### src/inc/emb_pkg.sv
// Shared types and constants of the external memory bus interface
package emb_pkg;

   // Kind of external bus cycle in progress
   typedef enum logic [1:0] {
      EMB_NONE,
      EMB_FETCH,
      EMB_READ,
      EMB_WRITE
   } emb_op_t;

   // Phase numbers, one phase per oscillator period
   localparam logic [2:0] EMB_ADDR_PHASE    = 3'h0;
   localparam logic [2:0] EMB_FETCH_STB_1ST = 3'h1;
   localparam logic [2:0] EMB_FETCH_LAST    = 3'h2;
   localparam logic [2:0] EMB_DATA_STB_1ST  = 3'h2;
   localparam logic [2:0] EMB_DATA_STB_LAST = 3'h4;
   localparam logic [2:0] EMB_DATA_LAST     = 3'h5;
   localparam logic [2:0] EMB_READ_CAPTURE  = 3'h4;

   // Highest program address served from on-chip memory
   localparam logic [15:0] EMB_INT_ROM_TOP = 16'h7fff;

   // Port latch values
   localparam logic [7:0] EMB_P0_BUS_LOAD = 8'hff;
   localparam logic [7:0] EMB_LATCH_RESET = 8'hff;
   localparam logic [7:0] EMB_ALL_DRIVE   = 8'hff;
   localparam logic [7:0] EMB_NO_DRIVE    = 8'h00;

   // Request from the core; addr holds the program counter for fetches
   typedef struct packed {
      emb_op_t     op;
      logic        ptr_mode;
      logic [15:0] addr;
      logic [7:0]  wdata;
   } emb_req_t;

   // Answer to the core
   typedef struct packed {
      logic       internal;
      logic [7:0] data;
   } emb_rsp_t;

endpackage

### src/verilog/emb_ext_bus.sv
// Multiplexed external program and data memory bus controller
`timescale 1ns/1ps
`default_nettype none
// Contract
// - External program fetches strobe only the program store strobe.
// - Data transfers use the read and write strobes of port 3 bits 7, 6.
// - External fetches put a 16-bit address on port 0 low and port 2 high.
// - Pointer-indirect transfers address 16 bits, register-indirect 8 bits.
// - Port 0 multiplexes low address and data from bus logic, not its latch.
// - Port 0 drives both levels while acting as address/data bus.
// - Every external access loads all ones into the port 0 latch.
// - Port 2 holds the high address byte stable for whole 16-bit cycles.
// - Port 2 latch stays unchanged while port 2 carries an address.
// - Register-indirect transfers keep the port 2 latch on port 2 pins.
// - Port 2 address ones use strong pull-ups for the whole cycle.
// - Data cycle lasts six oscillator periods, fetch cycle three.
// - Fetch externally when select input low or program counter above 7FFF.
// - Program strobe pulses only for external fetches, never internal ones.
// - Write data precedes and outlasts write strobe; memory drives reads.
module emb_ext_bus (
   input  wire logic              clock_in,
   input  wire logic              rst_in,
   input  wire logic              req_valid_in,
   input  wire emb_pkg::emb_req_t req_in,
   output logic                   req_ready_out,
   output logic                   rsp_valid_out,
   output emb_pkg::emb_rsp_t      rsp_out,
   input  wire logic              p0_latch_wr_in,
   input  wire logic [7:0]        p0_latch_wdata_in,
   output logic      [7:0]        p0_latch_out,
   input  wire logic              p2_latch_wr_in,
   input  wire logic [7:0]        p2_latch_wdata_in,
   output logic      [7:0]        p2_latch_out,
   input  wire logic              external_access_select_n_in,
   input  wire logic [7:0]        p0_in,
   output logic      [7:0]        p0_out,
   output logic      [7:0]        p0_oe_out,
   output logic      [7:0]        p2_out,
   output logic      [7:0]        p2_strong_pullup_out,
   output logic                   ale_out,
   output logic                   program_store_strobe_n_out,
   output logic                   rd_n_out,
   output logic                   wr_n_out
);

   emb_pkg::emb_op_t  op_ff,      nxt_op;
   logic [2:0]        phase_ff,   nxt_phase;
   emb_pkg::emb_req_t req_ff,     nxt_req;
   logic              ready_ff,   nxt_ready;
   logic              rsp_vld_ff, nxt_rsp_vld;
   emb_pkg::emb_rsp_t rsp_ff,     nxt_rsp;
   logic [7:0]        p0_ff,      nxt_p0;
   logic [7:0]        p0_oe_ff,   nxt_p0_oe;
   logic [7:0]        p2_ff,      nxt_p2;
   logic [7:0]        pull_ff,    nxt_pull;
   logic              ale_ff,     nxt_ale;
   logic              pss_n_ff,   nxt_pss_n;
   logic              rd_n_ff,    nxt_rd_n;
   logic              wr_n_ff,    nxt_wr_n;
   logic              late_ff,    nxt_late;
   logic              sel_n_sync;
   logic [7:0]        p0_sync;
   logic [7:0]        p0_latch;
   logic [7:0]        p2_latch;
   logic              take_ext;
   logic              fetch_ext;
   logic              capture;
   logic              wide_addr;
   logic [2:0]        last_phase;
   logic              wide_q;

   // Select pin resets to inactive so no fetch goes out before sampling
   emb_sync #(.W(1), .RESET_VAL(1'b1)) u_sel_sync (
      .clock_in (clock_in),
      .rst_in   (rst_in),
      .d_in     (external_access_select_n_in),
      .q_out    (sel_n_sync)
   );

   // Read data crosses in from the pins
   emb_sync #(.W(8), .RESET_VAL(8'h00)) u_p0_sync (
      .clock_in (clock_in),
      .rst_in   (rst_in),
      .d_in     (p0_in),
      .q_out    (p0_sync)
   );

   // Port 0 latch overwritten with ones on each external access
   emb_port_latch #(
      .RESET_VAL (emb_pkg::EMB_LATCH_RESET),
      .LOAD_VAL  (emb_pkg::EMB_P0_BUS_LOAD)
   ) u_p0_latch (
      .clock_in (clock_in),
      .rst_in   (rst_in),
      .wr_in    (p0_latch_wr_in),
      .wdata_in (p0_latch_wdata_in),
      .load_in  (take_ext),
      .q_out    (p0_latch)
   );

   // Port 2 latch is never touched by bus cycles
   emb_port_latch #(
      .RESET_VAL (emb_pkg::EMB_LATCH_RESET),
      .LOAD_VAL  (emb_pkg::EMB_LATCH_RESET)
   ) u_p2_latch (
      .clock_in (clock_in),
      .rst_in   (rst_in),
      .wr_in    (p2_latch_wr_in),
      .wdata_in (p2_latch_wdata_in),
      .load_in  (1'b0),
      .q_out    (p2_latch)
   );

   // External fetch decision on the synchronised select pin
   assign fetch_ext = !sel_n_sync
                    || (req_in.addr > emb_pkg::EMB_INT_ROM_TOP);

   // Sequencer: phase count per cycle type, answer on capture
   always_comb begin
      nxt_op      = op_ff;
      nxt_phase   = phase_ff;
      nxt_req     = req_ff;
      nxt_rsp_vld = 1'b0;
      nxt_rsp     = rsp_ff;
      take_ext    = 1'b0;
      capture     = 1'b0;
      nxt_late    = 1'b0;
      last_phase  = (op_ff == emb_pkg::EMB_FETCH) ?
                    emb_pkg::EMB_FETCH_LAST : emb_pkg::EMB_DATA_LAST;
      if (op_ff == emb_pkg::EMB_NONE) begin
         if (late_ff) begin
            nxt_rsp_vld = 1'b1;
            nxt_rsp     = '{internal: 1'b0, data: p0_sync};
         end else if (req_valid_in && ready_ff) begin
            if (req_in.op == emb_pkg::EMB_FETCH && !fetch_ext) begin
               // Internal fetch: answered at once, no strobe
               nxt_rsp_vld = 1'b1;
               nxt_rsp     = '{internal: 1'b1, data: 8'h00};
            end else if (req_in.op != emb_pkg::EMB_NONE) begin
               nxt_op    = req_in.op;
               nxt_phase = emb_pkg::EMB_ADDR_PHASE;
               nxt_req   = req_in;
               take_ext  = 1'b1;
            end
         end
      end else begin
         // Fetch byte clears the synchroniser one period after the fetch
         nxt_late = (op_ff == emb_pkg::EMB_FETCH)
                 && (phase_ff == emb_pkg::EMB_FETCH_LAST);
         capture = (op_ff == emb_pkg::EMB_READ
                    && phase_ff == emb_pkg::EMB_READ_CAPTURE)
                || (op_ff == emb_pkg::EMB_WRITE
                    && phase_ff == emb_pkg::EMB_DATA_LAST);
         if (capture) begin
            nxt_rsp_vld  = 1'b1;
            nxt_rsp.internal = 1'b0;
            nxt_rsp.data = (op_ff == emb_pkg::EMB_WRITE) ?
                           8'h00 : p0_sync;
         end
         if (phase_ff == last_phase) begin
            nxt_op    = emb_pkg::EMB_NONE;
            nxt_phase = emb_pkg::EMB_ADDR_PHASE;
         end else begin
            nxt_phase = phase_ff + 3'h1;
         end
      end
      nxt_ready = (nxt_op == emb_pkg::EMB_NONE) && !nxt_late;
   end

   // Pin values from the next state, so pins line up with the phase
   always_comb begin
      wide_addr  = (nxt_op == emb_pkg::EMB_FETCH)
                || (nxt_op != emb_pkg::EMB_NONE && nxt_req.ptr_mode);
      nxt_ale    = (nxt_op != emb_pkg::EMB_NONE)
                && (nxt_phase == emb_pkg::EMB_ADDR_PHASE);
      nxt_pss_n  = !(nxt_op == emb_pkg::EMB_FETCH
                     && nxt_phase >= emb_pkg::EMB_FETCH_STB_1ST);
      nxt_rd_n   = !(nxt_op == emb_pkg::EMB_READ
                     && nxt_phase >= emb_pkg::EMB_DATA_STB_1ST
                     && nxt_phase <= emb_pkg::EMB_DATA_STB_LAST);
      nxt_wr_n   = !(nxt_op == emb_pkg::EMB_WRITE
                     && nxt_phase >= emb_pkg::EMB_DATA_STB_1ST
                     && nxt_phase <= emb_pkg::EMB_DATA_STB_LAST);
      // Idle port 0 is open drain: only zeros are driven
      nxt_p0     = p0_latch;
      nxt_p0_oe  = ~p0_latch;
      case (nxt_op)
         emb_pkg::EMB_FETCH: begin
            nxt_p0    = nxt_req.addr[7:0];
            nxt_p0_oe = (nxt_phase == emb_pkg::EMB_ADDR_PHASE) ?
                        emb_pkg::EMB_ALL_DRIVE : emb_pkg::EMB_NO_DRIVE;
         end
         emb_pkg::EMB_READ: begin
            // Address kept one period past the latch strobe; memory
            // owns port 0 from the read strobe on
            nxt_p0    = nxt_req.addr[7:0];
            nxt_p0_oe = (nxt_phase < emb_pkg::EMB_DATA_STB_1ST) ?
                        emb_pkg::EMB_ALL_DRIVE : emb_pkg::EMB_NO_DRIVE;
         end
         emb_pkg::EMB_WRITE: begin
            // Data one period before the strobe and one after
            nxt_p0    = (nxt_phase == emb_pkg::EMB_ADDR_PHASE) ?
                        nxt_req.addr[7:0] : nxt_req.wdata;
            nxt_p0_oe = emb_pkg::EMB_ALL_DRIVE;
         end
         default: begin
            nxt_p0    = p0_latch;
            nxt_p0_oe = ~p0_latch;
         end
      endcase
      // Port 2: high address with full-cycle strong pull-ups, else latch
      nxt_p2   = wide_addr ? nxt_req.addr[15:8] : p2_latch;
      nxt_pull = wide_addr ? nxt_req.addr[15:8]
                           : emb_pkg::EMB_NO_DRIVE;
   end

   // All state and pins registered together
   always_ff @(posedge clock_in or posedge rst_in) begin
      if (rst_in) begin
         op_ff      <= emb_pkg::EMB_NONE;
         phase_ff   <= emb_pkg::EMB_ADDR_PHASE;
         req_ff     <= '0;
         ready_ff   <= 1'b0;
         rsp_vld_ff <= 1'b0;
         rsp_ff     <= '0;
         p0_ff      <= emb_pkg::EMB_LATCH_RESET;
         p0_oe_ff   <= emb_pkg::EMB_NO_DRIVE;
         p2_ff      <= emb_pkg::EMB_LATCH_RESET;
         pull_ff    <= emb_pkg::EMB_NO_DRIVE;
         ale_ff     <= 1'b0;
         pss_n_ff   <= 1'b1;
         late_ff    <= 1'b0;
         rd_n_ff    <= 1'b1;
         wr_n_ff    <= 1'b1;
      end else begin
         op_ff      <= nxt_op;
         phase_ff   <= nxt_phase;
         req_ff     <= nxt_req;
         ready_ff   <= nxt_ready;
         rsp_vld_ff <= nxt_rsp_vld;
         rsp_ff     <= nxt_rsp;
         p0_ff      <= nxt_p0;
         p0_oe_ff   <= nxt_p0_oe;
         p2_ff      <= nxt_p2;
         pull_ff    <= nxt_pull;
         ale_ff     <= nxt_ale;
         pss_n_ff   <= nxt_pss_n;
         late_ff    <= nxt_late;
         rd_n_ff    <= nxt_rd_n;
         wr_n_ff    <= nxt_wr_n;
      end
   end

   // Outputs straight from flops
   assign req_ready_out              = ready_ff;
   assign rsp_valid_out              = rsp_vld_ff;
   assign rsp_out                    = rsp_ff;
   assign p0_latch_out               = p0_latch;
   assign p2_latch_out               = p2_latch;
   assign p0_out                     = p0_ff;
   assign p0_oe_out                  = p0_oe_ff;
   assign p2_out                     = p2_ff;
   assign p2_strong_pullup_out       = pull_ff;
   assign ale_out                    = ale_ff;
   assign program_store_strobe_n_out = pss_n_ff;
   assign rd_n_out                   = rd_n_ff;
   assign wr_n_out                   = wr_n_ff;

   // Helper: current cycle carries a 16-bit address on port 2
   assign wide_q = (op_ff == emb_pkg::EMB_FETCH)
                || (op_ff != emb_pkg::EMB_NONE && req_ff.ptr_mode);
endmodule
`default_nettype wire

### src/verilog/emb_port_latch.sv
// Port latch register with core write and forced load
`timescale 1ns/1ps
`default_nettype none
module emb_port_latch #(
   parameter logic [7:0] RESET_VAL = emb_pkg::EMB_LATCH_RESET,
   parameter logic [7:0] LOAD_VAL  = emb_pkg::EMB_P0_BUS_LOAD
) (
   input  wire logic       clock_in,
   input  wire logic       rst_in,
   input  wire logic       wr_in,
   input  wire logic [7:0] wdata_in,
   input  wire logic       load_in,
   output logic      [7:0] q_out
);

   logic [7:0] latch_ff;
   logic [7:0] nxt_latch;

   // Forced load beats a core write in the same cycle
   always_comb begin
      nxt_latch = latch_ff;
      if (load_in) begin
         nxt_latch = LOAD_VAL;
      end else if (wr_in) begin
         nxt_latch = wdata_in;
      end
   end

   always_ff @(posedge clock_in or posedge rst_in) begin
      if (rst_in) begin
         latch_ff <= RESET_VAL;
      end else begin
         latch_ff <= nxt_latch;
      end
   end

   assign q_out = latch_ff;

endmodule
`default_nettype wire

### src/verilog/emb_sync.sv
// Two-stage synchroniser for pin inputs
`timescale 1ns/1ps
`default_nettype none
module emb_sync #(
   parameter int         W         = 1,
   parameter logic [W-1:0] RESET_VAL = '0
) (
   input  wire logic         clock_in,
   input  wire logic         rst_in,
   input  wire logic [W-1:0] d_in,
   output logic      [W-1:0] q_out
);

   logic [W-1:0] meta_ff;
   logic [W-1:0] q_ff;
   logic [W-1:0] nxt_meta;
   logic [W-1:0] nxt_q;

   // First stage feeds only the second
   always_comb begin
      nxt_meta = d_in;
      nxt_q    = meta_ff;
   end

   always_ff @(posedge clock_in or posedge rst_in) begin
      if (rst_in) begin
         meta_ff <= RESET_VAL;
         q_ff    <= RESET_VAL;
      end else begin
         meta_ff <= nxt_meta;
         q_ff    <= nxt_q;
      end
   end

   assign q_out = q_ff;

endmodule
`default_nettype wire
### config.mk
export PLATFORM = sky130hd
export DESIGN_NAME = emb_ext_bus
export DESIGN_NICKNAME = d
export VERILOG_FILES = /design/src/inc/emb_pkg.sv /design/src/verilog/emb_ext_bus.sv /design/src/verilog/emb_port_latch.sv /design/src/verilog/emb_sync.sv
export SDC_FILE = /design/constraint.sdc
export NUM_CORES = 1
export LEC_CHECK = 0
export BUFFER_PORTS_ARGS = -buffer_cell sky130_fd_sc_hd__clkbuf_2
export CORE_MARGIN = 2
export CORE_UTILIZATION = 35
export CTS_CLUSTER_DIAMETER = 200
export CTS_CLUSTER_SIZE = 20
export DETAILED_ROUTE_END_ITERATION = 6
export PLACE_DENSITY = 0.65
export SLEW_MARGIN = 0
export SYNTH_ARGS = -nofsm -noshare
export SYNTH_HDL_FRONTEND = slang
export SYNTH_SLANG_ARGS = --single-unit
### constraint.sdc
create_clock -name clock_in -period 3.1 [get_ports clock_in]
set_input_delay 0.155 -clock clock_in [delete_from_list [all_inputs] [get_ports clock_in]]
set_output_delay 0.155 -clock clock_in [all_outputs]
set_load 0.02 [all_outputs]
### Word level (Yosys, flattened, before mapping)

Index checks and enable logic that the tools add are counted.

* register bits: 112
* logic and storage cells: 119
* output and inout port bits: 63
* memory bits (read-only): 0
* input port bits: 57
* bits in writable memories: 0
* latch bits: 0
* memories kept: 0

* order comparisons: 5
* bitwise logic cells: 1
* shift operators: 0
* equal/unequal tests: 13
* divide/modulo/power cells: 0
* reduce and logical (&&, ||, !) cells: 31
* add/subtract/negate cells: 1
* multipliers: 0
* muxes and demuxes: 44

Operators by type and width (number)
* $mux 25: 5
* $mux 8: 8
* $mux 9: 5
* $pmux 8 s3: 1
* $mux 3: 7
* $gt 16x15->1 const B: 1
* $pmux 8 s2: 1
* $logic_and 1x1->1: 13
* $mux 2: 6
* $mux 1: 11
* $eq 2x2->1 const B: 4
* $not 8->8: 1
* $reduce_bool 2->1: 4
* $eq 2x1->1 const B: 3
* $eq 3x3->1 const B: 2
* $logic_not 1->1: 6
* $ne 3x2->1 const B: 2
* $logic_not 2->1: 2
* $add 3x1->3 const B: 1
* $eq 3x2->1 const B: 1
* $eq 3x3->1: 1
* $ge 3x1->1 const B: 1
* $ge 3x2->1 const B: 1
* $le 3x3->1 const B: 1
* 5 further kinds: 7

### Logic depth before layout (Yosys ltp)

* depth after elaboration: 12
* depth in mapped cells: 11
* gate-level depth less buffers: 9

### By module

Synthesis repeated with hierarchy kept, for this count alone.

* cell total of the unflattened synthesis: 380
* area total of the unflattened synthesis: 4794.6 um^2

By module, submodules not included
* emb_ext_bus: instances 1, area an instance 3621.0 um^2, sequential area each 1975.6 um^2, cells each 306
* emb_port_latch: instances 2, area an instance 356.6 um^2, sequential area each 210.2 um^2, cells each 27
* emb_sync (u_p0_sync): instances 1, area an instance 404.1 um^2, sequential area each 400.4 um^2, cells each 17
* emb_sync (u_sel_sync): instances 1, area an instance 56.3 um^2, sequential area each 52.6 um^2, cells each 3

### Worst setup path after synthesis

OpenSTA, ideal clock, no wires.

* path kind: register -> register
* start point: register op_ff[1]
* end point: register p0_ff[7] (netlist: p0_out[7])
* buffers on the path: 2
* arrival: 2389 ps
* slack: 623 ps
* setup time: 88 ps
* period minus slack after synthesis: 2477 ps
* data required time: 3012 ps
* cell stages (with the launch flop): 11
* cell sequence: dfrtp_1 -> buf_6 -> nor4b_4 -> o22ai_1 -> inv_1 -> ha_1 -> clkbuf_1 -> inv_1 -> o21ai_0 -> nand3b_1 -> or3b_1

* longest elaborated chain between the ends: 8
* elaborated cells between the ends (all ways): 20
* classes of those cells: eq/ne (5); mux (12); reduce/logical (3)

Ends and longest elaborated chain
* start, declared: RTL line emb_ext_bus.sv:46 `emb_pkg::emb_op_t op_ff, nxt_op;`
* start signal, assigned: RTL line emb_ext_bus.sv:220 `op_ff <= emb_pkg::EMB_NONE;`
* start signal, assigned: RTL line emb_ext_bus.sv:236 `op_ff <= nxt_op;`
* $eq 2x1->1
* $mux 3: RTL line emb_ext_bus.sv:128 `last_phase = (op_ff == emb_pkg::EMB_FETCH) ?`
* $eq 3x3->1: RTL line emb_ext_bus.sv:160 `if (phase_ff == last_phase) begin`
* $mux 2: RTL line emb_ext_bus.sv:160
* $mux 2 *: RTL line emb_ext_bus.sv:130 `if (op_ff == emb_pkg::EMB_NONE) begin`
* net nxt_op[0]: RTL line emb_ext_bus.sv:46
* $eq 2x1->1 / $eq 2x2->1 (equally long branches): RTL line emb_ext_bus.sv:187 `case (nxt_op)`
* $reduce_or 2->1 (no line)
* $pmux 8 s2 *: RTL line emb_ext_bus.sv:187
* net nxt_p0[7]: RTL line emb_ext_bus.sv:52 `logic [7:0] p0_ff, nxt_p0;`
* end signal, assigned: RTL line emb_ext_bus.sv:226 `p0_ff <= emb_pkg::EMB_LATCH_RESET;`
* end signal, assigned: RTL line emb_ext_bus.sv:242 `p0_ff <= nxt_p0;`
* end, declared: RTL line emb_ext_bus.sv:52

Mark *: on every way through the listed nets, which the timed path passes. The rest lies on a longest branch.
A chain may end at the register's enable or synchronous reset.

### Final worst setup path

* start point: register op_ff[1]
* end point: register p0_ff[3] (netlist: p0_out[3])

* longest elaborated chain between the ends: 8
* elaborated cells between the ends (all ways): 20
* classes of those cells: eq/ne (5); mux (12); reduce/logical (3)

Ends and longest elaborated chain (RTL line)
* $eq 2x1->1 / $mux 2 (equally long branches)
* $mux 3 / $mux 2 (equally long branches): emb_ext_bus.sv:128, emb_ext_bus.sv:135
* $eq 3x3->1 / $mux 2 (equally long branches): emb_ext_bus.sv:160, emb_ext_bus.sv:134
* $mux 2, on equally long branches: emb_ext_bus.sv:160, emb_ext_bus.sv:131
* $mux 2 *: emb_ext_bus.sv:130
* net nxt_op[1]: emb_ext_bus.sv:46
* $eq 2x1->1 / $eq 2x2->1 (equally long branches): emb_ext_bus.sv:187
* $reduce_or 2->1 (no line)
* $pmux 8 s2 *: emb_ext_bus.sv:187
* net nxt_p0[3]: emb_ext_bus.sv:52

Marks and branches as above.

==> results.json <==
{
  "arrival_ps": 2860,
  "fin_crit_ps": 2590,
  "seq_area_frac_synth_pct": 63.0,
  "drv_slew": 0,
  "worst_pin_slew_ps": 584,
  "end_kind": "register",
  "worstSetupStartpointType": "register",
  "root_buffer": "clkbuf_16",
  "setup_viol": 0,
  "cpMaxStageDelayCell": "dfrtp_1",
  "initial_core_util_pct": 35.8,
  "vias": 3137,
  "relSlewSlack_pct": 60.8,
  "synth_warnings": 0,
  "fin_total_pwr_mw": 6.11,
  "max_freq_mhz": 386,
  "final_antenna_net_count": 0,
  "status": "finished clean",
  "worstHoldPathCells": 3,
  "path_cells": "nor2_8 > a32oi_1 > inv_1 > ha_1 > nand2_1 > o21ai_0 > or3b_1",
  "grt_pass1_vias": 3260,
  "htree_levels": 3,
  "fin_skew_ps": 8.33,
  "grt_usage_pct": 14.9,
  "postSynthRegisterBits": 112,
  "reg2reg_setup_slack_ps": 510,
  "rsz0062_at_grt": "no",
  "routed_wl_um": 10000,
  "ioPinCount": 120,
  "drc": 0,
  "dp_hpwl_um": 7140,
  "drtIter0Drc": 187,
  "wl_per_cell_um": 15.2,
  "r2r_cells": 7,
  "final_hold_viol_count": 0,
  "fin_crit_sh_pct": 83.7,
  "hold_path_end": "u_p0_latch.q_out[2]",
  "critPathRequiredTime_ps": 3370,
  "gp_congestion": 0.795,
  "cp_slowest_stage_delay_ps": 700,
  "drive_gt1_share_pct": 43.4,
  "crit_path_max_fanout": 11,
  "die_w_um": 118,
  "ys_types": 48,
  "area_delta_synth_final_pct": 26.7,
  "power.density_nw_per_um2": 1070,
  "firstDrtPassIters": 4,
  "dieArea_sq_um": 13800,
  "avgSynthCellArea_sq_um": 12.9,
  "clkTransAtPathRegs_ps": 80,
  "grt_max_degree": 73,
  "timing.setup.tns_ps": 0,
  "numCtsBuffers": 9,
  "ir_worst_vdd_mv": 0.419,
  "diodes": 0,
  "syn-num-nets": 415,
  "rr_startpoint": "op_ff[1]",
  "die_y_um": 118,
  "synth_area_sq_um": 4520,
  "grt_pass1_wl_um": 16200,
  "clock_path_buffers": 2,
  "synth_cells": 350,
  "leakage_nw": 2.83,
  "critical_path_class": "register to register",
  "insertion_delay_ps": 350,
  "holdCritPathClass": "input port to register",
  "antenna_found_initial": 0,
  "r2r-end": "p0_out[3]",
  "rows": 41,
  "drt-vias-per-instance": 4.75,
  "cts_tree": "yes",
  "worstHoldStart": "p0_latch_wdata_in[2]",
  "drv.max_cap_violation_count": 0,
  "coreArea_sq_um": 12600,
  "cts.sinks": 112,
  "grt-ovfl-total": 0,
  "numPortBuffers": 119,
  "final_nets": 548
}
## cells in the mapped netlist (all sizes together)
| cell | count | area, sq um |
|---|---|---|
| nand3 | 20 | 105 |
| and3b | 1 | 8.76 |
| nor4b | 2 | 32.5 |
| a32oi | 1 | 8.76 |
| dfstp | 37 | 972 |
| o21a | 2 | 15.0 |
| nor2 | 7 | 42.5 |
| mux2 | 26 | 293 |
| nor2b | 7 | 43.8 |
| o211a | 1 | 10.0 |
| buf | 10 | 83.8 |
| a22oi | 1 | 7.51 |
| nand2 | 32 | 123 |
| nand2b | 3 | 18.8 |
| o221ai | 1 | 8.76 |
| dfrtp | 75 | 1880 |
| clkbuf | 3 | 11.3 |
| nor3b | 1 | 7.51 |
| o22ai | 2 | 12.5 |
| a211o | 1 | 8.76 |
| nand4b | 1 | 8.76 |
| a21o | 8 | 60.1 |
| nor4bb | 1 | 10.0 |
| xnor2 | 1 | 8.76 |
| a2111oi | 1 | 27.5 |
| and2b | 1 | 7.51 |
| o21ai | 20 | 100 |
| nor3 | 11 | 55.1 |
| or2 | 2 | 12.5 |
| a21oi | 12 | 60.1 |
| nand3b | 9 | 67.6 |
| a31oi | 1 | 6.26 |
| o31ai | 2 | 15.0 |
| or3b | 8 | 70.1 |
| inv | 15 | 56.3 |
| ha | 8 | 100 |
| mux2i | 16 | 164 |
## power by group
part	total (mW)	internal [mW]	switching, mW
logic	2.46	0.925	1.54
clock network	1.26	0.717	0.541
registers	2.39	2.09	0.292
total	6.11	3.74	2.37
## how the worst max path moves through the flow
stage	startpoint	end	slack (ps)
final	op_ff[1]	p0_out[3]	510
after global routing	op_ff[1]	p0_out[1]	270
after CTS	op_ff[1]	p0_out[3]	520
after detailed placement	op_ff[1]	p0_out[0]	540
after global placement	op_ff[1]	p0_out[6]	640
after floorplan	rst_in	ale_out	50
## kinds of logic (layout without fill, tap and decap cells)
| group | Yosys count | in the layout | share of synthesized area, % |
|---|---|---|---|
| DFF | 112 | 112 | 63.0 |
| and+or+nand+nor | 106 | 106 | 13.6 |
| AOI/OAI and AO/OA | 53 | 53 | 7.53 |
| muxes | 42 | 42 | 10.1 |
| buffers and inverters | 28 | 166 | 3.35 |
| adders and majority gates | 8 | 8 | 2.21 |
| xor gates and xnor gates | 1 | 1 | 0.194 |
## layout make-up
cell class / instances / area [sq um]
well taps: 172 / 215
inverters: 15 / 58.8
multi-input cells: 210 / 1520
flip-flops and latches: 112 / 2850
clock inverters: 7 / 103
repair buffers: 135 / 753
clock buffers: 9 / 225
fillers: 1233 / 6890
## registers in the layout, indices dropped and copies added, names as in the netlist, 2 cells and up
register	count
p0_oe_out	8
rsp_out	9
req_ff	25
p2_strong_pullup_out	8
p0_out	8
u_p0_latch.q_out	8
u_p2_latch.q_out	8
op_ff	2
p2_out	8
u_p0_sync.q_out	8
phase_ff	3
u_p0_sync.meta_ff	8
## metal layers
layer / track usage, % / up-vias / wire, um
li1: - / 1479 / -
met1: 18.1 / 1539 / 4190
met2: 24.3 / 99 / 4980
met3: 4.41 / 20 / 589
met4: 7.23 / 0 / 253
met5: 0 / - / 0
## metrics by stage
step                worst slack (ps)  util [%]  hold WS [ps]  std cells  cell area, sq um
floorplan                       47.2         -           159        350              4520
global placement                 636      42.0           219        634              5300
detailed placement               544      42.0           227        634              5300
CTS                              523      45.4          11.2        660              5730
global route                     269      45.4          22.9        660              5730
finish                           506      45.4          23.5        660              5730
## worst max-delay path: cells and delay by family, from the launching register on
kind / cells / cell delay (ps)
AND/OR/NAND/NOR: 3 / 710
flip-flops: 1 / 700
AO/OA/AOI/OAI: 2 / 640
adder cells (fa/ha/maj): 1 / 300
buffers and inverters: 1 / 160
## cell usage in the layout, fill, tap and decap left out, types with 2 or more instances in the layout
cell type / count
dfstp_2: 37
dlygate4sd3_1: 10
mux2i_1: 15
nand2b_1: 3
nor3_1: 11
nand3_1: 19
o22ai_1: 2
inv_1: 14
inv_6: 2
o21a_1: 2
ha_1: 8
nor2b_1: 7
or3b_1: 8
clkbuf_16: 9
clkinv_4: 2
buf_4: 5
bufinv_16: 2
nand3b_1: 9
nor2_1: 6
nand2_1: 31
clkbuf_2: 119
mux2_2: 25
a21o_1: 8
a21oi_1: 12
o21ai_0: 19
dfrtp_1: 75
## timing repair
item                                   in CTS  in global routing
hold buffers                               10                  0
setup buffers                               0                  0
gates resized for setup                     0                  0
endpoints found under the hold margin      28                  0
Note: power is estimated with default switching activity, not from simulation.
